--- src/include/sso_map.svh ---
// Address map, field layout, reset values and timing counts of the standby block.
// What this block does
// (RQ1) Halt instruction gates the CPU clock while all program state stays intact.
// (RQ2) During HALT every oscillator that was running keeps running.
// (RQ3) Stop instruction enters STOP and halts the X1 oscillator.
// (RQ4) An interrupt request releases STOP.
// (RQ5) After STOP release a wait for X1 stabilization precedes normal operation.
// (RQ6) Registers, flags and data memory are held in both standby modes.
// (RQ7) Port output latches and output buffers are held in both standby modes.
// (RQ8) Software enters STOP only from X1 or internal clock; HALT from any.
// (RQ9) STOP from internal clock stops X1 but leaves the internal oscillator running.
// (RQ10) STOP never stops a running internal oscillator; CPU stalls 17 periods after release.
// (RQ11) Software stops peripherals and A/D conversion before entering standby.
// (RQ12) After release the CPU resumes on the clock selected at standby entry.
// (RQ13) Software internal oscillator stop works only when the build option allows it.
// (RQ14) Status register is readable by bit or byte and not writable.
// (RQ15) Status clears on reset, stop instruction, X1 halt or main clock halt.
// (RQ16) Status bits 4..0 report 2^11,2^13,2^14,2^15,2^16 X1 periods; 7..5 zero.
// (RQ17) Bits set in order from the shortest threshold and stay set until cleared.
// (RQ18) Counter runs only up to the selected stabilization duration.
// (RQ19) Software selects a duration at least as long as the status it polls.
// (RQ20) Wait counts from oscillation start, excluding startup, for any release.
// (RQ21) Select field is 3 bits; codes 1..5 choose thresholds, others prohibited.
// (RQ22) Select register resets to 05H and sits at FFA4H.
// (RQ23) Selected wait stalls the CPU only when X1 is the CPU clock.
// (RQ24) HALT ends on interrupt or reset with no stabilization wait.
`ifndef SSO_MAP_SVH
`define SSO_MAP_SVH
`define SSO_ADDR_STATUS 16'hffa3
`define SSO_ADDR_SELECT 16'hffa4
`define SSO_SELECT_RESET 3'h5
`define SSO_SELECT_W 3
`define SSO_FLAG_N 5
`define SSO_STATUS_PAD 3'h0
`define SSO_BYTE_ZERO 8'h00
`define SSO_CNT_W 17
`define SSO_CNT_ZERO 17'h0_0000
`define SSO_CNT_ONE 17'h0_0001
`define SSO_THR_STEP1 17'h0_0800
`define SSO_THR_STEP2 17'h0_2000
`define SSO_THR_STEP3 17'h0_4000
`define SSO_THR_STEP4 17'h0_8000
`define SSO_THR_STEP5 17'h1_0000
`define SSO_SEL_STEP1 3'h1
`define SSO_SEL_STEP2 3'h2
`define SSO_SEL_STEP3 3'h3
`define SSO_SEL_STEP4 3'h4
`define SSO_SEL_STEP5 3'h5
`define SSO_IOSC_STALL_W 5
`define SSO_IOSC_STALL 5'h11
`define SSO_IOSC_STALL_ZERO 5'h00
`define SSO_IOSC_STALL_ONE 5'h01
`endif

--- src/include/sso_pkg.sv ---
// Types shared by the standby and stabilization block.
package sso_pkg;
  typedef enum logic [4:0] {
    SSO_RUN       = 5'h01,
    SSO_HALT      = 5'h02,
    SSO_STOP      = 5'h04,
    SSO_WAIT_X1   = 5'h08,
    SSO_WAIT_IOSC = 5'h10
  } sso_state_t;
  typedef enum logic [1:0] {
    SSO_SRC_X1   = 2'h0,
    SSO_SRC_IOSC = 2'h1,
    SSO_SRC_SUB  = 2'h2
  } sso_clk_src_t;
endpackage

--- src/logic/sso_standby.sv ---
// Standby controller with X1 oscillation stabilization counter and status register.
`timescale 1ns/1ps
`include "sso_map.svh"
module sso_standby #(
  parameter int CNT_W   = `SSO_CNT_W,
  parameter int FLAG_N  = `SSO_FLAG_N
) (
  input  wire logic        I_CLK,
  input  wire logic        I_NRST,
  input  wire logic        I_CE,
  input  wire logic        I_HALT_EXEC,
  input  wire logic        I_STOP_EXEC,
  input  wire logic        I_INT_REQ,
  input  wire logic [1:0]  I_CPU_CLK_SRC,
  input  wire logic        I_X1_OSC_HALT,
  input  wire logic        I_MAIN_CLK_HALT,
  input  wire logic        I_IOSC_HALT_REQ,
  input  wire logic        I_IOSC_SW_STOP_OPT,
  input  wire logic        I_X1_TICK,
  input  wire logic        I_X1_OSC_ACTIVE,
  input  wire logic        I_IOSC_TICK,
  input  wire logic [15:0] I_ADDR,
  input  wire logic [7:0]  I_WDATA,
  input  wire logic        I_WR,
  input  wire logic        I_RD,
  output logic       [7:0] O_RDATA,
  output logic             O_CPU_CLK_EN,
  output logic       [1:0] O_CPU_CLK_SEL,
  output logic             O_IN_HALT,
  output logic             O_IN_STOP,
  output logic             O_X1_OSC_EN,
  output logic             O_IOSC_EN,
  output logic             O_SUB_OSC_EN
);

  // The threshold table and status layout are fixed, so other sizes are refused.
  if (CNT_W != `SSO_CNT_W || FLAG_N != `SSO_FLAG_N) begin : g_bad_size
    $error("Counter width and flag count are fixed by the threshold table.");
  end

  sso_pkg::sso_state_t   state_q;
  sso_pkg::sso_state_t   state_d;
  sso_pkg::sso_clk_src_t src_q;
  logic [`SSO_SELECT_W-1:0]     select_q;
  logic [CNT_W-1:0]             cnt_q;
  logic                         cnt_run_q;
  logic [FLAG_N-1:0]            flag_q;
  logic [`SSO_IOSC_STALL_W-1:0] stall_q;
  logic [7:0]                   rdata_q;
  logic                         x1_en_q;
  logic                         iosc_en_q;
  logic                         sub_en_q;
  logic [CNT_W-1:0]             sel_limit;
  logic                         limit_hit;
  logic                         status_clr;
  logic                         stop_release;
  logic [CNT_W-1:0]             thr [FLAG_N];

  assign thr[0] = `SSO_THR_STEP1;
  assign thr[1] = `SSO_THR_STEP2;
  assign thr[2] = `SSO_THR_STEP3;
  assign thr[3] = `SSO_THR_STEP4;
  assign thr[4] = `SSO_THR_STEP5;

  // Duration chosen by the select register; counting and the X1 wait both end here.
  always_comb begin
    unique case (select_q)
      `SSO_SEL_STEP1: sel_limit = `SSO_THR_STEP1; // see (RQ21)
      `SSO_SEL_STEP2: sel_limit = `SSO_THR_STEP2;
      `SSO_SEL_STEP3: sel_limit = `SSO_THR_STEP3;
      `SSO_SEL_STEP4: sel_limit = `SSO_THR_STEP4;
      default:        sel_limit = `SSO_THR_STEP5;
    endcase
  end

  assign limit_hit = (cnt_q >= sel_limit);
  // Either oscillator stop control or a fresh STOP wipes the elapsed-time record.
  assign status_clr = I_X1_OSC_HALT | I_MAIN_CLK_HALT |
                      (state_q == sso_pkg::SSO_RUN && I_STOP_EXEC); // see (RQ15)
  assign stop_release = (state_q == sso_pkg::SSO_STOP) && I_INT_REQ;

  // Mode sequencing.
  always_comb begin
    state_d = state_q;
    unique case (state_q)
      sso_pkg::SSO_RUN: begin
        // STOP from the subsystem clock is not a legal request and is ignored.
        if (I_STOP_EXEC && I_CPU_CLK_SRC != sso_pkg::SSO_SRC_SUB) begin // see (RQ8)
          state_d = sso_pkg::SSO_STOP; // see (RQ3)
        end else if (I_HALT_EXEC) begin
          state_d = sso_pkg::SSO_HALT; // see (RQ1)
        end
      end
      sso_pkg::SSO_HALT: begin
        if (I_INT_REQ) begin
          state_d = sso_pkg::SSO_RUN; // see (RQ24)
        end
      end
      sso_pkg::SSO_STOP: begin
        if (I_INT_REQ) begin // see (RQ4)
          if (src_q == sso_pkg::SSO_SRC_X1) begin
            state_d = sso_pkg::SSO_WAIT_X1; // see (RQ5) see (RQ23)
          end else begin
            state_d = sso_pkg::SSO_WAIT_IOSC; // see (RQ10)
          end
        end
      end
      sso_pkg::SSO_WAIT_X1: begin
        if (limit_hit) begin
          state_d = sso_pkg::SSO_RUN;
        end
      end
      sso_pkg::SSO_WAIT_IOSC: begin
        if (stall_q == `SSO_IOSC_STALL) begin
          state_d = sso_pkg::SSO_RUN; // see (RQ10)
        end
      end
      default: state_d = sso_pkg::SSO_RUN;
    endcase
  end

  // The CPU clock gate is the only thing frozen; registers, memory and port
  // latches simply see no clock, so their contents and drive stay as they were.
  always_ff @(posedge I_CLK or negedge I_NRST) begin
    if (!I_NRST) begin
      state_q <= sso_pkg::SSO_RUN;
    end else if (I_CE) begin
      state_q <= state_d; // see (RQ6) see (RQ7)
    end
  end

  // Clock source captured at standby entry and handed back on release.
  always_ff @(posedge I_CLK or negedge I_NRST) begin
    if (!I_NRST) begin
      src_q <= sso_pkg::SSO_SRC_IOSC;
    end else if (I_CE) begin
      if (state_q == sso_pkg::SSO_RUN) begin
        src_q <= sso_pkg::sso_clk_src_t'(I_CPU_CLK_SRC); // see (RQ12)
      end
    end
  end

  // Stall timer in internal oscillator periods after a STOP release.
  always_ff @(posedge I_CLK or negedge I_NRST) begin
    if (!I_NRST) begin
      stall_q <= `SSO_IOSC_STALL_ZERO;
    end else if (I_CE) begin
      if (state_q != sso_pkg::SSO_WAIT_IOSC) begin
        stall_q <= `SSO_IOSC_STALL_ZERO;
      end else if (I_IOSC_TICK && stall_q != `SSO_IOSC_STALL) begin
        stall_q <= stall_q + `SSO_IOSC_STALL_ONE; // see (RQ10)
      end
    end
  end

  // Select register; a prohibited code is refused and the old value kept.
  always_ff @(posedge I_CLK or negedge I_NRST) begin
    if (!I_NRST) begin
      select_q <= `SSO_SELECT_RESET; // see (RQ22)
    end else if (I_CE) begin
      if (I_WR && I_ADDR == `SSO_ADDR_SELECT &&
          I_WDATA[`SSO_SELECT_W-1:0] >= `SSO_SEL_STEP1 &&
          I_WDATA[`SSO_SELECT_W-1:0] <= `SSO_SEL_STEP5) begin
        select_q <= I_WDATA[`SSO_SELECT_W-1:0]; // see (RQ21)
      end
    end
  end

  // Counter runs after reset and after STOP release, and only up to the chosen
  // duration, so longer thresholds are never reported for a short selection.
  always_ff @(posedge I_CLK or negedge I_NRST) begin
    if (!I_NRST) begin
      cnt_run_q <= 1'b1;
    end else if (I_CE) begin
      if (stop_release) begin
        cnt_run_q <= 1'b1;
      end else if (limit_hit || status_clr) begin
        cnt_run_q <= 1'b0; // see (RQ18)
      end
    end
  end

  // Ticks only count once the oscillator reports steady oscillation, so the
  // startup interval is excluded whatever released STOP.
  always_ff @(posedge I_CLK or negedge I_NRST) begin
    if (!I_NRST) begin
      cnt_q <= `SSO_CNT_ZERO;
    end else if (I_CE) begin
      if (status_clr) begin
        cnt_q <= `SSO_CNT_ZERO;
      end else if (cnt_run_q && !limit_hit && I_X1_TICK && I_X1_OSC_ACTIVE &&
                   state_q != sso_pkg::SSO_STOP) begin
        cnt_q <= cnt_q + `SSO_CNT_ONE; // see (RQ20)
      end
    end
  end

  // Thresholds rise with the index, so flags fill from the shortest one.
  for (genvar k = 0; k < FLAG_N; k++) begin : g_flag
    always_ff @(posedge I_CLK or negedge I_NRST) begin
      if (!I_NRST) begin
        flag_q[k] <= 1'b0;
      end else if (I_CE) begin
        if (status_clr) begin
          flag_q[k] <= 1'b0; // see (RQ15)
        end else if (cnt_q >= thr[k]) begin
          flag_q[k] <= 1'b1; // see (RQ17)
        end
      end
    end
  end

  // Byte read serves bit reads too; the status address has no write path.
  always_ff @(posedge I_CLK or negedge I_NRST) begin
    if (!I_NRST) begin
      rdata_q <= `SSO_BYTE_ZERO;
    end else if (I_CE) begin
      if (I_RD && I_ADDR == `SSO_ADDR_STATUS) begin
        rdata_q <= {`SSO_STATUS_PAD, flag_q[0], flag_q[1], flag_q[2],
                    flag_q[3], flag_q[4]}; // see (RQ14) see (RQ16)
      end else if (I_RD && I_ADDR == `SSO_ADDR_SELECT) begin
        rdata_q <= {{(8 - `SSO_SELECT_W){1'b0}}, select_q};
      end else if (I_RD) begin
        rdata_q <= `SSO_BYTE_ZERO;
      end
    end
  end

  // X1 stops in STOP whatever the CPU clock; HALT leaves it alone.
  always_ff @(posedge I_CLK or negedge I_NRST) begin
    if (!I_NRST) begin
      x1_en_q <= 1'b0;
    end else if (I_CE) begin
      x1_en_q <= (state_d != sso_pkg::SSO_STOP) && !I_X1_OSC_HALT; // see (RQ2) see (RQ9)
    end
  end

  // The internal oscillator ignores STOP and obeys software only when the
  // build option permits it.
  always_ff @(posedge I_CLK or negedge I_NRST) begin
    if (!I_NRST) begin
      iosc_en_q <= 1'b1;
    end else if (I_CE) begin
      iosc_en_q <= !(I_IOSC_HALT_REQ && I_IOSC_SW_STOP_OPT); // see (RQ13) see (RQ10)
    end
  end

  // The subsystem oscillator is never touched by either standby mode.
  always_ff @(posedge I_CLK or negedge I_NRST) begin
    if (!I_NRST) begin
      sub_en_q <= 1'b0;
    end else if (I_CE) begin
      sub_en_q <= 1'b1; // see (RQ2)
    end
  end

  assign O_RDATA       = rdata_q;
  assign O_CPU_CLK_EN  = state_q[0];
  assign O_CPU_CLK_SEL = src_q;
  assign O_IN_HALT     = state_q[1];
  assign O_IN_STOP     = state_q[2];
  assign O_X1_OSC_EN   = x1_en_q;
  assign O_IOSC_EN     = iosc_en_q;
  assign O_SUB_OSC_EN  = sub_en_q;

endmodule // sso_standby

--- config.mk ---
export PLATFORM = sky130hd
export DESIGN_NAME = sso_standby
export DESIGN_NICKNAME = d
export VERILOG_FILES = /design/src/include/sso_pkg.sv /design/src/logic/sso_standby.sv
export VERILOG_INCLUDE_DIRS = /design/src /design/src/include
export SDC_FILE = /design/constraint.sdc
export NUM_CORES = 1
export LEC_CHECK = 0
export ABC_AREA = 0
export BUFFER_PORTS_ARGS = -buffer_cell sky130_fd_sc_hd__buf_4
export CAP_MARGIN = 40
export CELL_PAD_IN_SITES_DETAIL_PLACEMENT = 0
export CELL_PAD_IN_SITES_GLOBAL_PLACEMENT = 1
export CORE_ASPECT_RATIO = 0.9
export CORE_MARGIN = 4
export CORE_UTILIZATION = 44
export DETAILED_ROUTE_END_ITERATION = 16
export GPL_TIMING_DRIVEN = 0
export PLACE_DENSITY = 0.95
export SLEW_MARGIN = 20
export SYNTH_ARGS = -nofsm -noshare
export SYNTH_HDL_FRONTEND = slang
export SYNTH_SLANG_ARGS = --single-unit
--- constraint.sdc ---
create_clock -name I_CLK -period 6.8 [get_ports I_CLK]
set_input_delay 0.68 -clock I_CLK [delete_from_list [all_inputs] [get_ports I_CLK]]
set_output_delay 0.68 -clock I_CLK [all_outputs]
set_load 0.01 [all_outputs]
### Word level (Yosys, flattened, before mapping)

Index checks and enable logic that the tools add are counted.
W data, S select, Z words.

* add/sub/neg operators: 2
* multipliers: 0
* div/mod/pow operators: 0
* $lt $le $gt $ge: 8
* eq/ne operators: 17
* shift operators: 0
* muxes and demuxes: 28
* bitwise operators: 2
* reductions and logical operators: 40

Operator list (number)
* $pmux W17 S4: 1
* $mux W5: 9
* $mux W17: 2
* $eq A16 B16 Y1 const B: 2
* $pmux W5 S5: 1
* $mux W8: 3
* $reduce_and A2 Y1: 11
* $add A17 B1 Y17 const B: 1
* $ge A17 B12 Y1 const B: 1
* $ge A17 B14 Y1 const B: 1
* $ge A17 B15 Y1 const B: 1
* $ge A17 B16 Y1 const B: 1
* $ge A17 B17 Y1: 1
* $ge A17 B17 Y1 const B: 1
* $reduce_bool A2 Y1: 8
* $logic_and A1 B1 Y1: 15
* $mux W1: 12
* $eq A5 B5 Y1 const B: 2
* $ne A5 B3 Y1 const B: 2
* $ne A5 B5 Y1 const B: 2
* $eq A3 B2 Y1 const B: 2
* $add A5 B1 Y5 const B: 1
* $eq A5 B1 Y1 const B: 1
* $eq A5 B2 Y1 const B: 1
* other kinds (12): 15

* register bits: 49
* latch bits: 0
* bits in writable memories: 0
* ROM bits: 0
* output and inout bits: 16
* word-level logic and storage cells: 112
* memories kept: 0

### Longest topological paths before layout

* word-level depth: 10
* depth in mapped cells: 9
* gate-level depth less buffers: 8

### Worst setup path before layout

Ideal clock, no wire load.

* path kind: input to register
* start: input I_ADDR[3]
* end: register select_q[1]
* data arrival time: 2.283 ns
* setup slack: 4.392 ns
* cell stages on the path: 5
* path buffers: 0
* path through: nor4b_2 nand3_1 or4_1 or3_4 mux2_4

* word-level cells in the longest chain between the ends: 5

Ends and longest elaborated chain
* from (decl): line sso_standby.sv:22 `input wire logic [15:0] I_ADDR,`
* $eq A16 B16 Y1 (no line)
* $logic_and A1 B1 Y1 (no line) (3 in a row)
* $reduce_and A2 Y1 (no line)
* to (signal assigned): line sso_standby.sv:159 `` select_q <= `SSO_SELECT_RESET; ``
* to (signal assigned): line sso_standby.sv:164 `` select_q <= I_WDATA[`SSO_SELECT_W-1:0]; ``
* to (decl): line sso_standby.sv:44 `` logic [`SSO_SELECT_W-1:0] select_q; ``

Every way passes these cells.
A chain may end at the register's enable or synchronous reset.

### Final worst setup path

* start: register select_q[0]
* end: register cnt_q[12]

* word-level cells in the longest chain between the ends: 10
* elaborated cells between the ends (all ways): 13
* those cells by class: order compare: 1; eq/ne: 4; mux: 1; reduce/logical: 7

Ends and longest elaborated chain
* $eq A3 B3 Y1 (tied with other cells): line sso_standby.sv:67 `unique case (select_q)`
* $pmux W17 S4 *: line sso_standby.sv:67
* $ge A17 B17 Y1 *: line sso_standby.sv:76 `assign limit_hit = (cnt_q >= sel_limit);`
* $logic_not A1 Y1 *: line sso_standby.sv:191 `end else if (cnt_run_q && !limit_hit && I_X1_TICK && I_X1_OSC_ACTIVE &&`
* $logic_and A1 B1 Y1 * (4 in a row): line sso_standby.sv:191
* $reduce_bool A2 Y1 (no line) *
* $reduce_and A2 Y1 (no line) *
* to (signal assigned): line sso_standby.sv:187 `` cnt_q <= `SSO_CNT_ZERO; ``
* to (signal assigned): line sso_standby.sv:190 `` cnt_q <= `SSO_CNT_ZERO; ``
* to (signal assigned): line sso_standby.sv:193 `` cnt_q <= cnt_q + `SSO_CNT_ONE; ``
* to (decl): line sso_standby.sv:45 `logic [CNT_W-1:0] cnt_q;`

Every way passes the cells marked *; elsewhere a longest branch is shown, timed or not.

==> flow_summary_export.csv <==
group,metric,value,unit
floorplan,rows,26,
layout,seqCellArea,1159,sq um
synthesis,synthFlopType,"dfrtp_1",
critical_path,critPathMaxFanout,7,
cts,cts_setup_buffers,0,
synthesis,synth_edf_count,0,
global_route,grt_antenna_before_repair,0,
critical_path,end_kind,"flop",
global_route,grt_pass1_wl,9.804,mm
sta,fin_crit,2.774,ns
critical_path,cp.arrival,3.01,ns
floorplan,die-width,88.95,microns
layout,mostFrequentLayoutCells,"51 x buf_4, 40 x dfrtp_1, 25 x o21ai_0",
global_route,grt_start_max_net_pins,47,
cts,clkSinkCount,46,
synthesis,synth-xor-area-share,1.350,%
synthesis,synthCells,280,
sta,tightestPinTransition,0.7220,ns
critical_path,critPathLaunch,"select_q[0]",
synthesis,synth_simple_gate_area_share,22.37,%
routing,vias,2361,
synthesis,ys_top_cells_by_area,"dfrtp_1 39%, dfstp_2 6.1%, o21ai_0 4.8%",
layout,layout-drive-gt1-share,21.89,%
layout,final_cell_area,3141,sq um
routing,dr.pass1.iters,4,
sta,setup_tns,0,ns
synthesis,ys_ff_latch,46,
routing,ant_nets,0,
synthesis,yosys_warnings,0,
cts,worstSkewPairLatency,0.31,ns
routing,routed_wl,5.989,mm
cts,hold_buffers,0,
power,vdd_drop_max,0.1202,mV
synthesis,synth_cell_types,52,
synthesis,netlist.area_leader.share,38.57,%
synthesis,synth_compound_area_share,20.49,%
critical_path,cp_data_required_time,7.03,ns
sta,fmax,360.5,MHz
run_status,status,"finished, final reports clean",
global_route,grt_overflow_total,0,
floorplan,start_util,45.58,%
synthesis,synthMuxAreaShare,2.604,%
cts,clock-root-buffer,"clkbuf_8",
sta,slew_viol_final,0,
sta,hold_viol_final,0,
layout,syn_to_final_growth,21.02,%
synthesis,yosysSeqAreaShare,44.65,%
routing,first_iter_violations,77,
layout,diodes,0,
floorplan,io_pins,57,
synthesis,syn-cell-area,2595,sq um
critical_path,timing.rr.start,"select_q[0]",
cts,htree_levels,2,
power,power_leakage,1.343,nW
synthesis,synth.avg_cell_area,9.268,sq um
sta,slew_headroom,51.42,%
placed_design,placed_area,3050,sq um
routing,drc,0,
floorplan,die_area,7192,sq um
cts,cts_tree,"built",
layout,multi_input_area,1339,sq um
synthesis,synth_fa_ha_area_share,4.339,%
sta,setup_viol,0,
layout,nFillCells,524,
layout,final_common_cell,"buf_4",
synthesis,synth_area_leader_cell,"dfrtp_1",
floorplan,fp.dieH,80.86,microns
layout,nNetsFinal,387,
global_route,grt_pass1_vias,2101,
hold_path,worstHoldPathType,"in2async",
placed_design,io_buffers,48,
power,power_density,187.3,nW/um^2
critical_path,path_class,"reg2reg",
synthesis,synth_top_family_by_area,"simple AND/OR/NAND/NOR gates",
sta,rsz0062_at_grt,"false",
global_route,grt_util_all_layers,17.34,%
critical_path,critical_path.startpoint_type,"flop",
sta,fin_crit_sh,40.79,%
routing,avgViaCountPerCell,5.787,
placed_design,gp_congestion,0.8643,
synthesis,async_flop_share,100.0,%
cts,numCtsBuffers,5,
cts,clock_path_buffers,2,
routing,wire_per_inst,14.68,microns
floorplan,core,5693,sq um
cts,path_clk_slew,0.09,ns
flow_run,drv_cap,0,
placed_design,dp_hpwl,4.526,mm
cts,cts_resized,0,
sta,skew,0.01027,ns
through the flow:
| step | total power, mW | hold slack (ns) | setup slack (ns) | utilization, % | cells |
|---|---|---|---|---|---|
| finish | 0.5883 | 0.3469 | 4.026 | 55.16 | 408 |
| global placement | 0.4208 | 0.4651 | 3.972 | 53.58 | 400 |
| global route | 0.6162 | 0.4005 | 3.855 | 55.16 | 408 |
| detailed placement | 0.4220 | 0.4704 | 3.988 | 53.58 | 400 |
| CTS | 0.5907 | 0.3816 | 4.049 | 55.16 | 408 |
| floorplan | 0.3648 | 0.3844 | 4.392 | - | 282 |
flip-flops by register name, summed over array words and instances (netlist names):
register / cells
stall_q: 5
O_RDATA: 5
O_SUB_OSC_EN: 1
O_X1_OSC_EN: 1
cnt_run_q: 1
select_q: 3
flag_q: 5
O_CPU_CLK_SEL: 2
state_q: 5
cnt_q: 17
O_IOSC_EN: 1
layer usage:
layer  vias to the layer above  share of wire, %  track usage (%)
met3                         7               7.0            3.753
met4                         0               1.1            4.911
met1                      1128                47            24.97
li1                       1160                 -                -
met5                         -                 0                0
met2                        66                45            26.34
synthesized netlist by cell type (5+ instances only):
| cell type | count |
|---|---|
| dfrtp_1 | 40 |
| dfstp_2 | 6 |
| ha_1 | 9 |
| or3_1 | 11 |
| a21oi_1 | 21 |
| o211ai_1 | 5 |
| or4_1 | 7 |
| nand4_1 | 9 |
| inv_1 | 17 |
| o31ai_1 | 5 |
| nand3_1 | 15 |
| nor2_1 | 22 |
| nand2_1 | 23 |
| o21ai_0 | 25 |
critical path, stage by stage, from the launching register on:
cell	delay, ns
dfstp_2	0.59
nor3b_1	0.28
ha_1	0.29
nor4b_1	0.15
a311oi_2	0.38
o2111ai_1	0.36
or4_1	0.51
a21oi_1	0.14
area by class of cell:
type                       count  area share, %
buffer                         8          1.315
clock buffer                   5          2.191
clock inverter                 3         0.6773
inverter                      17          2.032
multi-input combinational    211          42.63
sequential                    46          36.89
tap                           70          2.789
timing repair buffer          48          11.47
logic make-up (layout without fill, tap and decap cells):
family / after synthesis / after routing
other cells: 1 / 3
simple gates: 108 / 108
fa+ha+maj: 9 / 9
buf+inv: 25 / 81
flops: 46 / 46
xor+xnor: 4 / 4
compound gates: 82 / 82
mux: 5 / 5
where the power goes:
group / switching (mW) / internal [mW]
logic: 0.0562 / 0.0498
clock network: 0.0988 / 0.0723
registers: 0.0198 / 0.291
total: 0.175 / 0.413
path summary, 6_finish.rpt:
| check | endpoint | slack (ns) | depth (start not counted) |
|---|---|---|---|
| max reg2reg | cnt_q[12] | 4.03 | 7 |
| max in group asynchronous | O_RDATA[3] | 6.03 | 1 |
| min in group I_CLK | O_X1_OSC_EN | 0.49 | 2 |
| min reg2reg | O_X1_OSC_EN | 0.49 | 2 |
| min | stall_q[0] | 0.35 | 1 |
| max | cnt_q[12] | 4.03 | 7 |
No activity file was read; power rests on OpenSTA's default activity.
